### src/shared/hci_cfg.svh
// Host command interpreter constants: command values, result codes, pool and timing figures
// Assumes inclusion by bare name from package and modules
`ifndef HCI_CFG_SVH
`define HCI_CFG_SVH
// ==========================================
// Command word layout
`define HCI_DOORBELL_BIT 15
`define HCI_GROUP_SYS 8'h81
`define HCI_GROUP_OVL 8'h82
`define HCI_GROUP_STE 8'h83
`define HCI_GROUP_PIN 8'h84
`define HCI_CMD_SET_STATE 16'h8100
`define HCI_CMD_GET_STATE 16'h8101
`define HCI_CMD_PWR_CFG 16'h8102
`define HCI_OVL_LAST 8'h0e
`define HCI_OVL_LOAD_BUF 8'h06
`define HCI_OVL_LOAD_STAT 8'h07
`define HCI_OVL_LOAD_STR 8'h0e
`define HCI_STE_DEFAULT 8'h10
`define HCI_STE_LOAD 8'h11
`define HCI_STE_LOAD_STAT 8'h12
`define HCI_STE_WRITE 8'h13
`define HCI_PIN_LAST 8'h05
// ==========================================
// Result codes
`define HCI_ST_SUCCESS 8'h00
`define HCI_ST_NO_ENTITY 8'h01
`define HCI_ST_INTERRUPTED 8'h02
`define HCI_ST_IO_FAILURE 8'h03
`define HCI_ST_TOO_BIG 8'h04
`define HCI_ST_BAD_HANDLE 8'h05
`define HCI_ST_TRY_AGAIN 8'h06
`define HCI_ST_NO_MEMORY 8'h07
`define HCI_ST_DENIED 8'h08
`define HCI_ST_BUSY 8'h09
`define HCI_ST_EXISTS 8'h0a
`define HCI_ST_NO_DEVICE 8'h0b
`define HCI_ST_INVALID_ARG 8'h0c
`define HCI_ST_NO_SPACE 8'h0d
`define HCI_ST_OUT_OF_RANGE 8'h0e
`define HCI_ST_NOT_SUPPORTED 8'h0f
`define HCI_ST_ALREADY_REQ 8'h10
// ==========================================
// Pool and timing
`define HCI_POOL_WORDS 8
`define HCI_START_LOCK_CYCLES 16'h0040
`define HCI_ASYNC_CYCLES 16'h0020
`define HCI_INTERNAL_CYCLES 16'h0010
`define HCI_POLL_RETRIES 8'h0a
`define HCI_RETRY_GAP 8'h08
`endif

### src/shared/hci_pkg.sv
// Types shared by both ends of the host command interpreter
// Assumes hci_cfg.svh on the include path
`default_nettype none
`include "hci_cfg.svh"
package hci_pkg;
	typedef logic [15:0] hci_word_t;
	typedef logic [2:0] hci_addr_t;
	typedef enum logic [1:0] {HCI_LOAD_IDLE, HCI_LOAD_RUN, HCI_LOAD_DONE} hci_load_t;
endpackage
`default_nettype wire

### src/shared/hci_if.sv
// Link between host and device: command register and parameter pool access
// Assumes one clock shared by both ends
`default_nettype none
interface hci_if (input wire logic clk);
	import hci_pkg::*;
	logic cmd_wr;
	hci_word_t cmd_wdata;
	hci_word_t cmd_rdata;
	logic pool_wr;
	hci_addr_t pool_addr;
	hci_word_t pool_wdata;
	hci_word_t pool_rdata;
	modport device (input cmd_wr, cmd_wdata, pool_wr, pool_addr, pool_wdata,
		output cmd_rdata, pool_rdata);
	modport host (output cmd_wr, cmd_wdata, pool_wr, pool_addr, pool_wdata,
		input cmd_rdata, pool_rdata);
endinterface
`default_nettype wire

### src/core/hci_decode.sv
// Command decoder: classifies a command word into group and sync/async kind
// Assumes a registered command word at its input
`default_nettype none
`include "hci_cfg.svh"
module hci_decode
	import hci_pkg::*;
(
	// Command
	input wire logic [15:0] cmd_i,
	// Classification
	output logic known_o,
	output logic async_o,
	output logic status_query_o
);
	logic [7:0] grp;
	logic [7:0] sub;
	assign grp = cmd_i[15:8];
	assign sub = cmd_i[7:0];
	always_comb begin
		known_o = 1'b0;
		async_o = 1'b0;
		status_query_o = 1'b0;
		case (grp)
			`HCI_GROUP_SYS: begin
				known_o = (sub <= 8'h02);
				async_o = (sub == 8'h00);
			end
			`HCI_GROUP_OVL: begin
				known_o = (sub <= `HCI_OVL_LAST);
				async_o = (sub == `HCI_OVL_LOAD_BUF) || (sub == `HCI_OVL_LOAD_STR);
				status_query_o = (sub == `HCI_OVL_LOAD_STAT);
			end
			`HCI_GROUP_STE: begin
				known_o = (sub >= `HCI_STE_DEFAULT) && (sub <= `HCI_STE_WRITE);
				async_o = (sub == `HCI_STE_LOAD);
				status_query_o = (sub == `HCI_STE_LOAD_STAT);
			end
			`HCI_GROUP_PIN: begin
				known_o = (sub <= `HCI_PIN_LAST);
			end
			default: begin
				known_o = 1'b0;
			end
		endcase
		if (!cmd_i[`HCI_DOORBELL_BIT]) begin
			known_o = 1'b0;
		end
	end
endmodule // hci_decode
`default_nettype wire

### src/core/hci_device.sv
// Device end: command register, doorbell, decoder dispatch, parameter pool
// Assumes host keeps pool and command writes apart from a pending command
`default_nettype none
`include "hci_cfg.svh"
module hci_device
	import hci_pkg::*;
(
	// Clock and reset
	input wire logic CLK_I,
	input wire logic RESETN_I,
	// Link
	hci_if.device LINK,
	// Internal command source
	input wire logic INT_REQ_I,
	// Status
	output logic LOCKED_O,
	output logic PENDING_O,
	output logic [15:0] SYS_STATE_O
);
	logic [15:0] cmd_reg;
	logic [15:0] active_cmd;
	logic pending;
	logic [15:0] lock_cnt;
	logic locked;
	logic [15:0] int_cnt;
	logic int_busy;
	logic [15:0] eng_cnt [0:1];
	hci_load_t eng_load [0:1];
	hci_load_t ovl_load;
	hci_load_t ste_load;
	logic [15:0] pool [0:`HCI_POOL_WORDS-1];
	logic known;
	logic is_async;
	logic status_query;
	logic [7:0] next_status;
	logic [15:0] pool_rdata;
	logic host_cmd;
	logic [15:0] sys_state;
	logic [7:0] sub;

	assign host_cmd = LINK.cmd_wr && LINK.cmd_wdata[`HCI_DOORBELL_BIT];
	assign sub = active_cmd[7:0];

	hci_decode u_decode (
		.cmd_i(active_cmd),
		.known_o(known),
		.async_o(is_async),
		.status_query_o(status_query)
	);

	// ==========================================
	// Startup lock and internal activity
	always_ff @(posedge CLK_I or negedge RESETN_I) begin
		if (!RESETN_I) begin
			lock_cnt <= 16'h0000;
			locked <= 1'b1;
		end else if (locked) begin
			lock_cnt <= lock_cnt + 16'h0001;
			if (lock_cnt == `HCI_START_LOCK_CYCLES - 16'h0001) begin
				locked <= 1'b0;
			end
		end
	end

	// Internal commands run for a fixed time; a host command landing then is refused
	always_ff @(posedge CLK_I or negedge RESETN_I) begin
		if (!RESETN_I) begin
			int_cnt <= 16'h0000;
			int_busy <= 1'b0;
		end else if (int_busy) begin
			int_cnt <= int_cnt - 16'h0001;
			if (int_cnt == 16'h0001) begin
				int_busy <= 1'b0;
			end
		end else if (INT_REQ_I && !locked) begin
			int_busy <= 1'b1;
			int_cnt <= `HCI_INTERNAL_CYCLES;
		end
	end

	// ==========================================
	// Result selection
	always_comb begin
		next_status = `HCI_ST_SUCCESS;
		if (locked || int_busy) begin
			next_status = `HCI_ST_BUSY;
		end else if (!known) begin
			next_status = `HCI_ST_NOT_SUPPORTED;
		end else if (status_query) begin
			if (active_cmd[15:8] == `HCI_GROUP_OVL) begin
				next_status = (ovl_load == HCI_LOAD_RUN) ? `HCI_ST_BUSY
					: (ovl_load == HCI_LOAD_IDLE) ? `HCI_ST_NO_ENTITY
					: `HCI_ST_SUCCESS;
			end else begin
				next_status = (ste_load == HCI_LOAD_RUN) ? `HCI_ST_BUSY
					: (ste_load == HCI_LOAD_IDLE) ? `HCI_ST_NO_ENTITY
					: `HCI_ST_SUCCESS;
			end
		end else if (is_async) begin
			if (active_cmd[15:8] == `HCI_GROUP_OVL && ovl_load == HCI_LOAD_RUN) begin
				next_status = `HCI_ST_ALREADY_REQ;
			end else if (active_cmd[15:8] == `HCI_GROUP_STE && ste_load == HCI_LOAD_RUN) begin
				next_status = `HCI_ST_ALREADY_REQ;
			end
		end
	end

	// ==========================================
	// Command register and doorbell
	always_ff @(posedge CLK_I or negedge RESETN_I) begin
		if (!RESETN_I) begin
			cmd_reg <= 16'h0000;
			active_cmd <= 16'h0000;
			pending <= 1'b0;
		end else if (host_cmd && !pending) begin
			cmd_reg <= LINK.cmd_wdata;
			active_cmd <= LINK.cmd_wdata;
			pending <= 1'b1;
		end else if (pending) begin
			cmd_reg <= {8'h00, next_status};
			pending <= 1'b0;
		end
	end

	// ==========================================
	// Asynchronous load engines: entry 0 overlay, entry 1 transform engine
	for (genvar e = 0; e < 2; e++) begin : g_eng
		localparam logic [7:0] ENG_GRP = (e == 0) ? `HCI_GROUP_OVL : `HCI_GROUP_STE;
		always_ff @(posedge CLK_I or negedge RESETN_I) begin
			if (!RESETN_I) begin
				eng_load[e] <= HCI_LOAD_IDLE;
				eng_cnt[e] <= 16'h0000;
			end else begin
				case (eng_load[e])
					HCI_LOAD_RUN: begin
						eng_cnt[e] <= eng_cnt[e] - 16'h0001;
						if (eng_cnt[e] == 16'h0001) begin
							eng_load[e] <= HCI_LOAD_DONE;
						end
					end
					default: begin
						// A finished load may restart; a running one answers already-requested
						if (pending && next_status == `HCI_ST_SUCCESS && is_async
							&& active_cmd[15:8] == ENG_GRP) begin
							eng_load[e] <= HCI_LOAD_RUN;
							eng_cnt[e] <= `HCI_ASYNC_CYCLES;
						end
					end
				endcase
			end
		end
	end
	assign ovl_load = eng_load[0];
	assign ste_load = eng_load[1];

	// ==========================================
	// System state
	always_ff @(posedge CLK_I or negedge RESETN_I) begin
		if (!RESETN_I) begin
			sys_state <= 16'h0000;
		end else if (pending && next_status == `HCI_ST_SUCCESS
			&& active_cmd == `HCI_CMD_SET_STATE) begin
			sys_state <= pool[0];
		end
	end

	// ==========================================
	// Parameter pool: host writes only while idle, device answers into word 0
	always_ff @(posedge CLK_I) begin
		if (LINK.pool_wr && !pending) begin
			pool[LINK.pool_addr] <= LINK.pool_wdata;
		end else if (pending && next_status == `HCI_ST_SUCCESS) begin
			if (active_cmd == `HCI_CMD_GET_STATE) begin
				pool[0] <= sys_state;
			end else if (status_query) begin
				pool[0] <= {8'h00, sub};
			end
		end
	end

	always_ff @(posedge CLK_I or negedge RESETN_I) begin
		if (!RESETN_I) begin
			pool_rdata <= 16'h0000;
		end else begin
			pool_rdata <= pool[LINK.pool_addr];
		end
	end

	assign LINK.cmd_rdata = cmd_reg;
	assign LINK.pool_rdata = pool_rdata;
	assign LOCKED_O = locked;
	assign PENDING_O = pending;
	assign SYS_STATE_O = sys_state;
endmodule // hci_device
`default_nettype wire

### src/flat_wrapper.sv
// flat-port wrapper written by rule: the top's interface ports become plain ports
module hci_device_flat import hci_pkg::*;
  (CLK_I, RESETN_I, INT_REQ_I, LOCKED_O, PENDING_O, SYS_STATE_O, clk, LINK_cmd_wr, LINK_cmd_wdata, LINK_pool_wr, LINK_pool_addr, LINK_pool_wdata, LINK_cmd_rdata, LINK_pool_rdata);
  hci_if LINK_i (.clk(clk));
  input wire logic CLK_I;
  input wire logic RESETN_I;
  input wire logic INT_REQ_I;
  output logic LOCKED_O;
  output logic PENDING_O;
  output logic [15:0] SYS_STATE_O;
  input wire logic clk;
  input wire logic [$bits(LINK_i.cmd_wr)-1:0] LINK_cmd_wr;
  input wire logic [$bits(LINK_i.cmd_wdata)-1:0] LINK_cmd_wdata;
  input wire logic [$bits(LINK_i.pool_wr)-1:0] LINK_pool_wr;
  input wire logic [$bits(LINK_i.pool_addr)-1:0] LINK_pool_addr;
  input wire logic [$bits(LINK_i.pool_wdata)-1:0] LINK_pool_wdata;
  output wire logic [$bits(LINK_i.cmd_rdata)-1:0] LINK_cmd_rdata;
  output wire logic [$bits(LINK_i.pool_rdata)-1:0] LINK_pool_rdata;
  assign LINK_i.cmd_wr = LINK_cmd_wr;
  assign LINK_i.cmd_wdata = LINK_cmd_wdata;
  assign LINK_i.pool_wr = LINK_pool_wr;
  assign LINK_i.pool_addr = LINK_pool_addr;
  assign LINK_i.pool_wdata = LINK_pool_wdata;
  assign LINK_cmd_rdata = LINK_i.cmd_rdata;
  assign LINK_pool_rdata = LINK_i.pool_rdata;
  hci_device u_core (.CLK_I(CLK_I), .RESETN_I(RESETN_I), .LINK(LINK_i), .INT_REQ_I(INT_REQ_I), .LOCKED_O(LOCKED_O), .PENDING_O(PENDING_O), .SYS_STATE_O(SYS_STATE_O));
endmodule
### config.mk
export PLATFORM = sky130hd
export DESIGN_NAME = hci_device_flat
export DESIGN_NICKNAME = d
export VERILOG_FILES = /design/src/shared/hci_pkg.sv /design/src/shared/hci_if.sv /design/src/core/hci_decode.sv /design/src/core/hci_device.sv /design/src/flat_wrapper.sv
export VERILOG_INCLUDE_DIRS = /design/src /design/src/shared
export SDC_FILE = /design/constraint.sdc
export NUM_CORES = 1
export LEC_CHECK = 0
export BUFFER_PORTS_ARGS = -buffer_cell sky130_fd_sc_hd__buf_4
export CAP_MARGIN = 40
export CORE_MARGIN = 5
export CORE_UTILIZATION = 40
export CTS_CLUSTER_DIAMETER = 150
export DETAILED_ROUTE_END_ITERATION = 16
export MAX_ROUTING_LAYER = met4
export SETUP_SLACK_MARGIN = 0.5
export SYNTH_ARGS = -nofsm -noshare
export SYNTH_HDL_FRONTEND = slang
export SYNTH_HIERARCHICAL = 1
export SYNTH_SLANG_ARGS = --single-unit
### constraint.sdc
create_clock -name CLK_I -period 10.35 [get_ports CLK_I]
set_input_delay 0.5175 -clock CLK_I [delete_from_list [all_inputs] [get_ports CLK_I]]
set_output_delay 0.5175 -clock CLK_I [all_outputs]
set_load 0.03 [all_outputs]
==> summary.md <==
| Metric | Value |
|---|---|
| Status | `completed` |
| Cell row count | `61` |
| First-pass GRT wire length | `39,700 um` |
| Crit Path Max Fanout | `16` |
| Pre-Repair DR Iteration Count | `4` |
| Leading cell type in the layout, fill and taps excluded | `sky130_fd_sc_hd__dfrtp_1` |
| Number of I/O pins | `91` |
| Estimated wirelength of the detail-placed design | `15,600 um` |
| Post-detailed-routing wire length | `24,800 um` |
| Clock tree root buffer cell | `sky130_fd_sc_hd__clkbuf_16` |
| Iteration-0 DRC Markers | `401` |
| Number of port buffers | `89` |
| Fraction of registers with async set or reset after synthesis | `0.513` |
| Chip height | `177 um` |
| Die area | `31,300 um^2` |
| Crit path capture type | `flip-flop` |
| Seq cells post-synth | `263` |
| TNS Setup | `0 ns` |
| Instance area after placement | `12,300 um^2` |
| Clock tree from TritonCTS | `done` |
| Synthesized net count | `871` |
| Final layout net count | `972` |
| Critical setup path kind | `reg -> reg` |
| IR drop worst, VDD | `0.106 mV` |
| TritonCTS buffer count | `28` |
| Slew of the pin with the lowest slew margin | `0.823 ns` |
| Drt via density | `5.25` |
| Largest net degree at the start of global routing | `55` |
| Overall Global Routing Usage | `0.165` |
| Data required time at the worst endpoint | `10.56 ns` |
| Starting Density | `0.403` |
| Post-detailed-route count of antenna-violating nets | `0` |
| Horizontal die dimension | `177 um` |
| Number of global-route vias before repair | `7,035` |
| Mapped Avg Cell Area | `13.5 um^2` |
| Final Hold Viols | `0` |
| Routed wirelength normalized by instance count | `18.7 um` |
| Fill cell count | `2,525` |
| Total setup buffers inserted after CTS | `0` |
| Clock latency on the worst-skew pair | `0.54 ns` |
| WP data arrival | `4.00 ns` |
| Commonest cells after routing, fill and taps aside | `sky130_fd_sc_hd__dfrtp_1, sky130_fd_sc_hd__nand2_1, sky130_fd_sc_hd__edfxtp_1, sky130_fd_sc_hd__buf_4, sky130_fd_sc_hd__nand3_1` |
| Count of endpoints failing setup in the final report | `0` |
| Number of distinct library cell variants in the gate-level netlist after synthesis | `67` |
| Peak Freq | `263 MHz` |
| Layout Cell Area excl Fill | `13,300 um^2` |
| Area Overhead vs Synth | `18.9%` |
| Number of cells produced by synthesis | `823` |
| Number of max-slew violations in the final report | `0` |
| CTS Buffer Depth | `3` |
| Proportion of layout cells with a drive suffix above 1 | `0.253` |
| H-Tree Level Count | `1` |
| CTS sink cnt | `263` |
| Number of enable-type register cells in the synthesized netlist | `128` |
| Count of synthesis-stage warnings from yosys | `6` |
| Routed vias | `6,949` |
| Setup skew after layout | `0.00980 ns` |
| Normalized max-slew margin | `0.449` |
| Ys flop type | `sky130_fd_sc_hd__dfrtp_1` |
| DRC viols | `0` |
| Leak Pwr | `0.00524 uW` |
| Max-cap viol count | `0` |
| Antenna violations before repair | `0` |
| Core Footprint | `27,600 um^2` |
| Setup repair after global routing missed its margin | `no` |
| Sequential area share after synthesis | `0.648` |
| Worst Setup Start Kind | `flip-flop` |
| Post-route clock period utilization | `0.367` |
| Min-delay worst type | `in -> reg` |
| Overall overflow remaining after global route | `0` |
| N_diodes | `0` |
| Min Clock Period, post-route | `3.80 ns` |
| Clock transition at the register clock pins on the worst setup and hold paths after CTS | `0.06 ns` |
| Power Density | `187 nW/um^2` |
| Final RePlAce weighted congestion | `0.797` |
| Mapped cell area | `11,100 um^2` |
timing repair:
action	CTS	global route
setup endpoints to repair	0	0
endpoints found under the hold margin	31	0
gates resized for setup	0	0
hold buffers	1	0
worst max-delay path, cell delays in order, from the launching register on:
cell	delay, ns
sky130_fd_sc_hd__dfrtp_1	0.44
sky130_fd_sc_hd__nor4b_2	0.48
sky130_fd_sc_hd__nand3b_1	0.21
sky130_fd_sc_hd__o32ai_1	0.66
sky130_fd_sc_hd__nand4bb_1	0.39
sky130_fd_sc_hd__a311oi_2	0.33
sky130_fd_sc_hd__buf_4	0.25
sky130_fd_sc_hd__nor2_1	0.22
sky130_fd_sc_hd__o31ai_2	0.12
sky130_fd_sc_hd__buf_4	0.34
metrics by stage:
step	utilization	cells	worst slack, ns	power, uW	hold slack (ns)
after floorplan	-	823	6.42	1380	0.222
after global placement	0.444	1269	6.34	1470	0.463
after detailed placement	0.445	1271	6.61	1480	0.430
after CTS	0.480	1324	6.59	2510	0.162
after global routing	0.480	1324	6.34	2590	0.188
final	0.480	1324	6.55	2480	0.186
worst paths after layout:
path	to	slack, ns	start	cells after the start
max in group asynchronous	u_core/LINK.pool_rdata[5]	8.98	RESETN_I	3
setup reg to reg	u_core/pool[0][8]	6.55	u_core/active_cmd[13]	9
setup / recovery	u_core/pool[0][8]	6.55	u_core/active_cmd[13]	9
hold / removal	u_core/active_cmd[0]	0.19	LINK_cmd_wdata[0]	3
min in group asynchronous	u_core/int_cnt[11]	0.43	RESETN_I	2
hold reg to reg	u_core/int_cnt[14]	0.47	u_core/int_cnt[14]	1
cells in the mapped netlist, types with 5 or more instances:
library cell               instances  share of area
sky130_fd_sc_hd__dfrtp_1         134           0.30
sky130_fd_sc_hd__nand2_1         129          0.043
sky130_fd_sc_hd__edfxtp_1        128           0.34
sky130_fd_sc_hd__nand3_1          42          0.019
sky130_fd_sc_hd__o21ai_0          36          0.016
sky130_fd_sc_hd__mux2_2           34          0.034
sky130_fd_sc_hd__mux4_2           32          0.065
sky130_fd_sc_hd__nor2_1           25         0.0084
sky130_fd_sc_hd__a21oi_1          20         0.0090
sky130_fd_sc_hd__clkbuf_1         19         0.0064
sky130_fd_sc_hd__nor3_1           16         0.0072
sky130_fd_sc_hd__nand4_1          13         0.0073
sky130_fd_sc_hd__nor4_1           13         0.0073
sky130_fd_sc_hd__inv_1            12         0.0040
sky130_fd_sc_hd__xnor2_1          11         0.0086
sky130_fd_sc_hd__buf_2            10         0.0045
sky130_fd_sc_hd__or4_1            10         0.0067
sky130_fd_sc_hd__and2_1            7         0.0039
sky130_fd_sc_hd__ha_1              7         0.0079
sky130_fd_sc_hd__nor4b_1           7         0.0055
sky130_fd_sc_hd__o21ai_1           7         0.0031
sky130_fd_sc_hd__mux2i_1           6         0.0054
sky130_fd_sc_hd__nand2b_1          6         0.0034
sky130_fd_sc_hd__nor2b_1           6         0.0034
sky130_fd_sc_hd__a221o_1           5         0.0045
sky130_fd_sc_hd__a31oi_1           5         0.0028
sky130_fd_sc_hd__o41ai_1           5         0.0039
sky130_fd_sc_hd__or3_1             5         0.0028
sky130_fd_sc_hd__xor2_1            5         0.0039
sequential cells by signal, summed over array words and instances, names as in the netlist:
| name | count |
|---|---|
| u_core/SYS_STATE_O | 16 |
| u_core/int_busy | 1 |
| u_core/LOCKED_O | 1 |
| u_core/ste_load | 2 |
| u_core/PENDING_O | 1 |
| u_core/lock_cnt | 16 |
| u_core/active_cmd | 16 |
| u_core/pool | 128 |
| u_core/LINK.pool_rdata | 16 |
| u_core/int_cnt | 16 |
| u_core/ovl_load | 2 |
| u_core/eng_cnt | 32 |
| u_core/LINK.cmd_rdata | 16 |
final cells by class:
| type | count | area, um^2 | area share |
|---|---|---|---|
| clock buffers | 40 | 807 | 0.0609 |
| clock inverters | 12 | 149 | 0.0112 |
| inverters | 12 | 45.0 | 0.00340 |
| multi-input cells | 516 | 3760 | 0.284 |
| flip-flops and latches | 263 | 7220 | 0.545 |
| well taps | 378 | 473 | 0.0357 |
| repair buffers | 103 | 800 | 0.0603 |
routing by layer:
layer  part of all wire  global-route usage
met2               0.48               0.258
met4              0.019              0.0403
met5                  0                   -
met3              0.054              0.0291
met1               0.45               0.227
cells by family after synthesis:
family	after synthesis	synth area share
flip-flops	263	0.648
buffers and inverters	44	0.0173
XOR/XNOR	16	0.0126
AND/OR/NAND/NOR	311	0.144
multiplexers	72	0.104
adder cells (fa/ha/maj)	7	0.00786
AO/OA/AOI/OAI	110	0.0653
power by group:
part	total [uW]	leakage (uW)	switching, uW	internal, uW
clock network	1030	0.000459	409	618
registers	1220	0.00293	62.6	1160
logic	232	0.00185	133	98.6
Note: power is estimated with default switching activity, not from simulation.
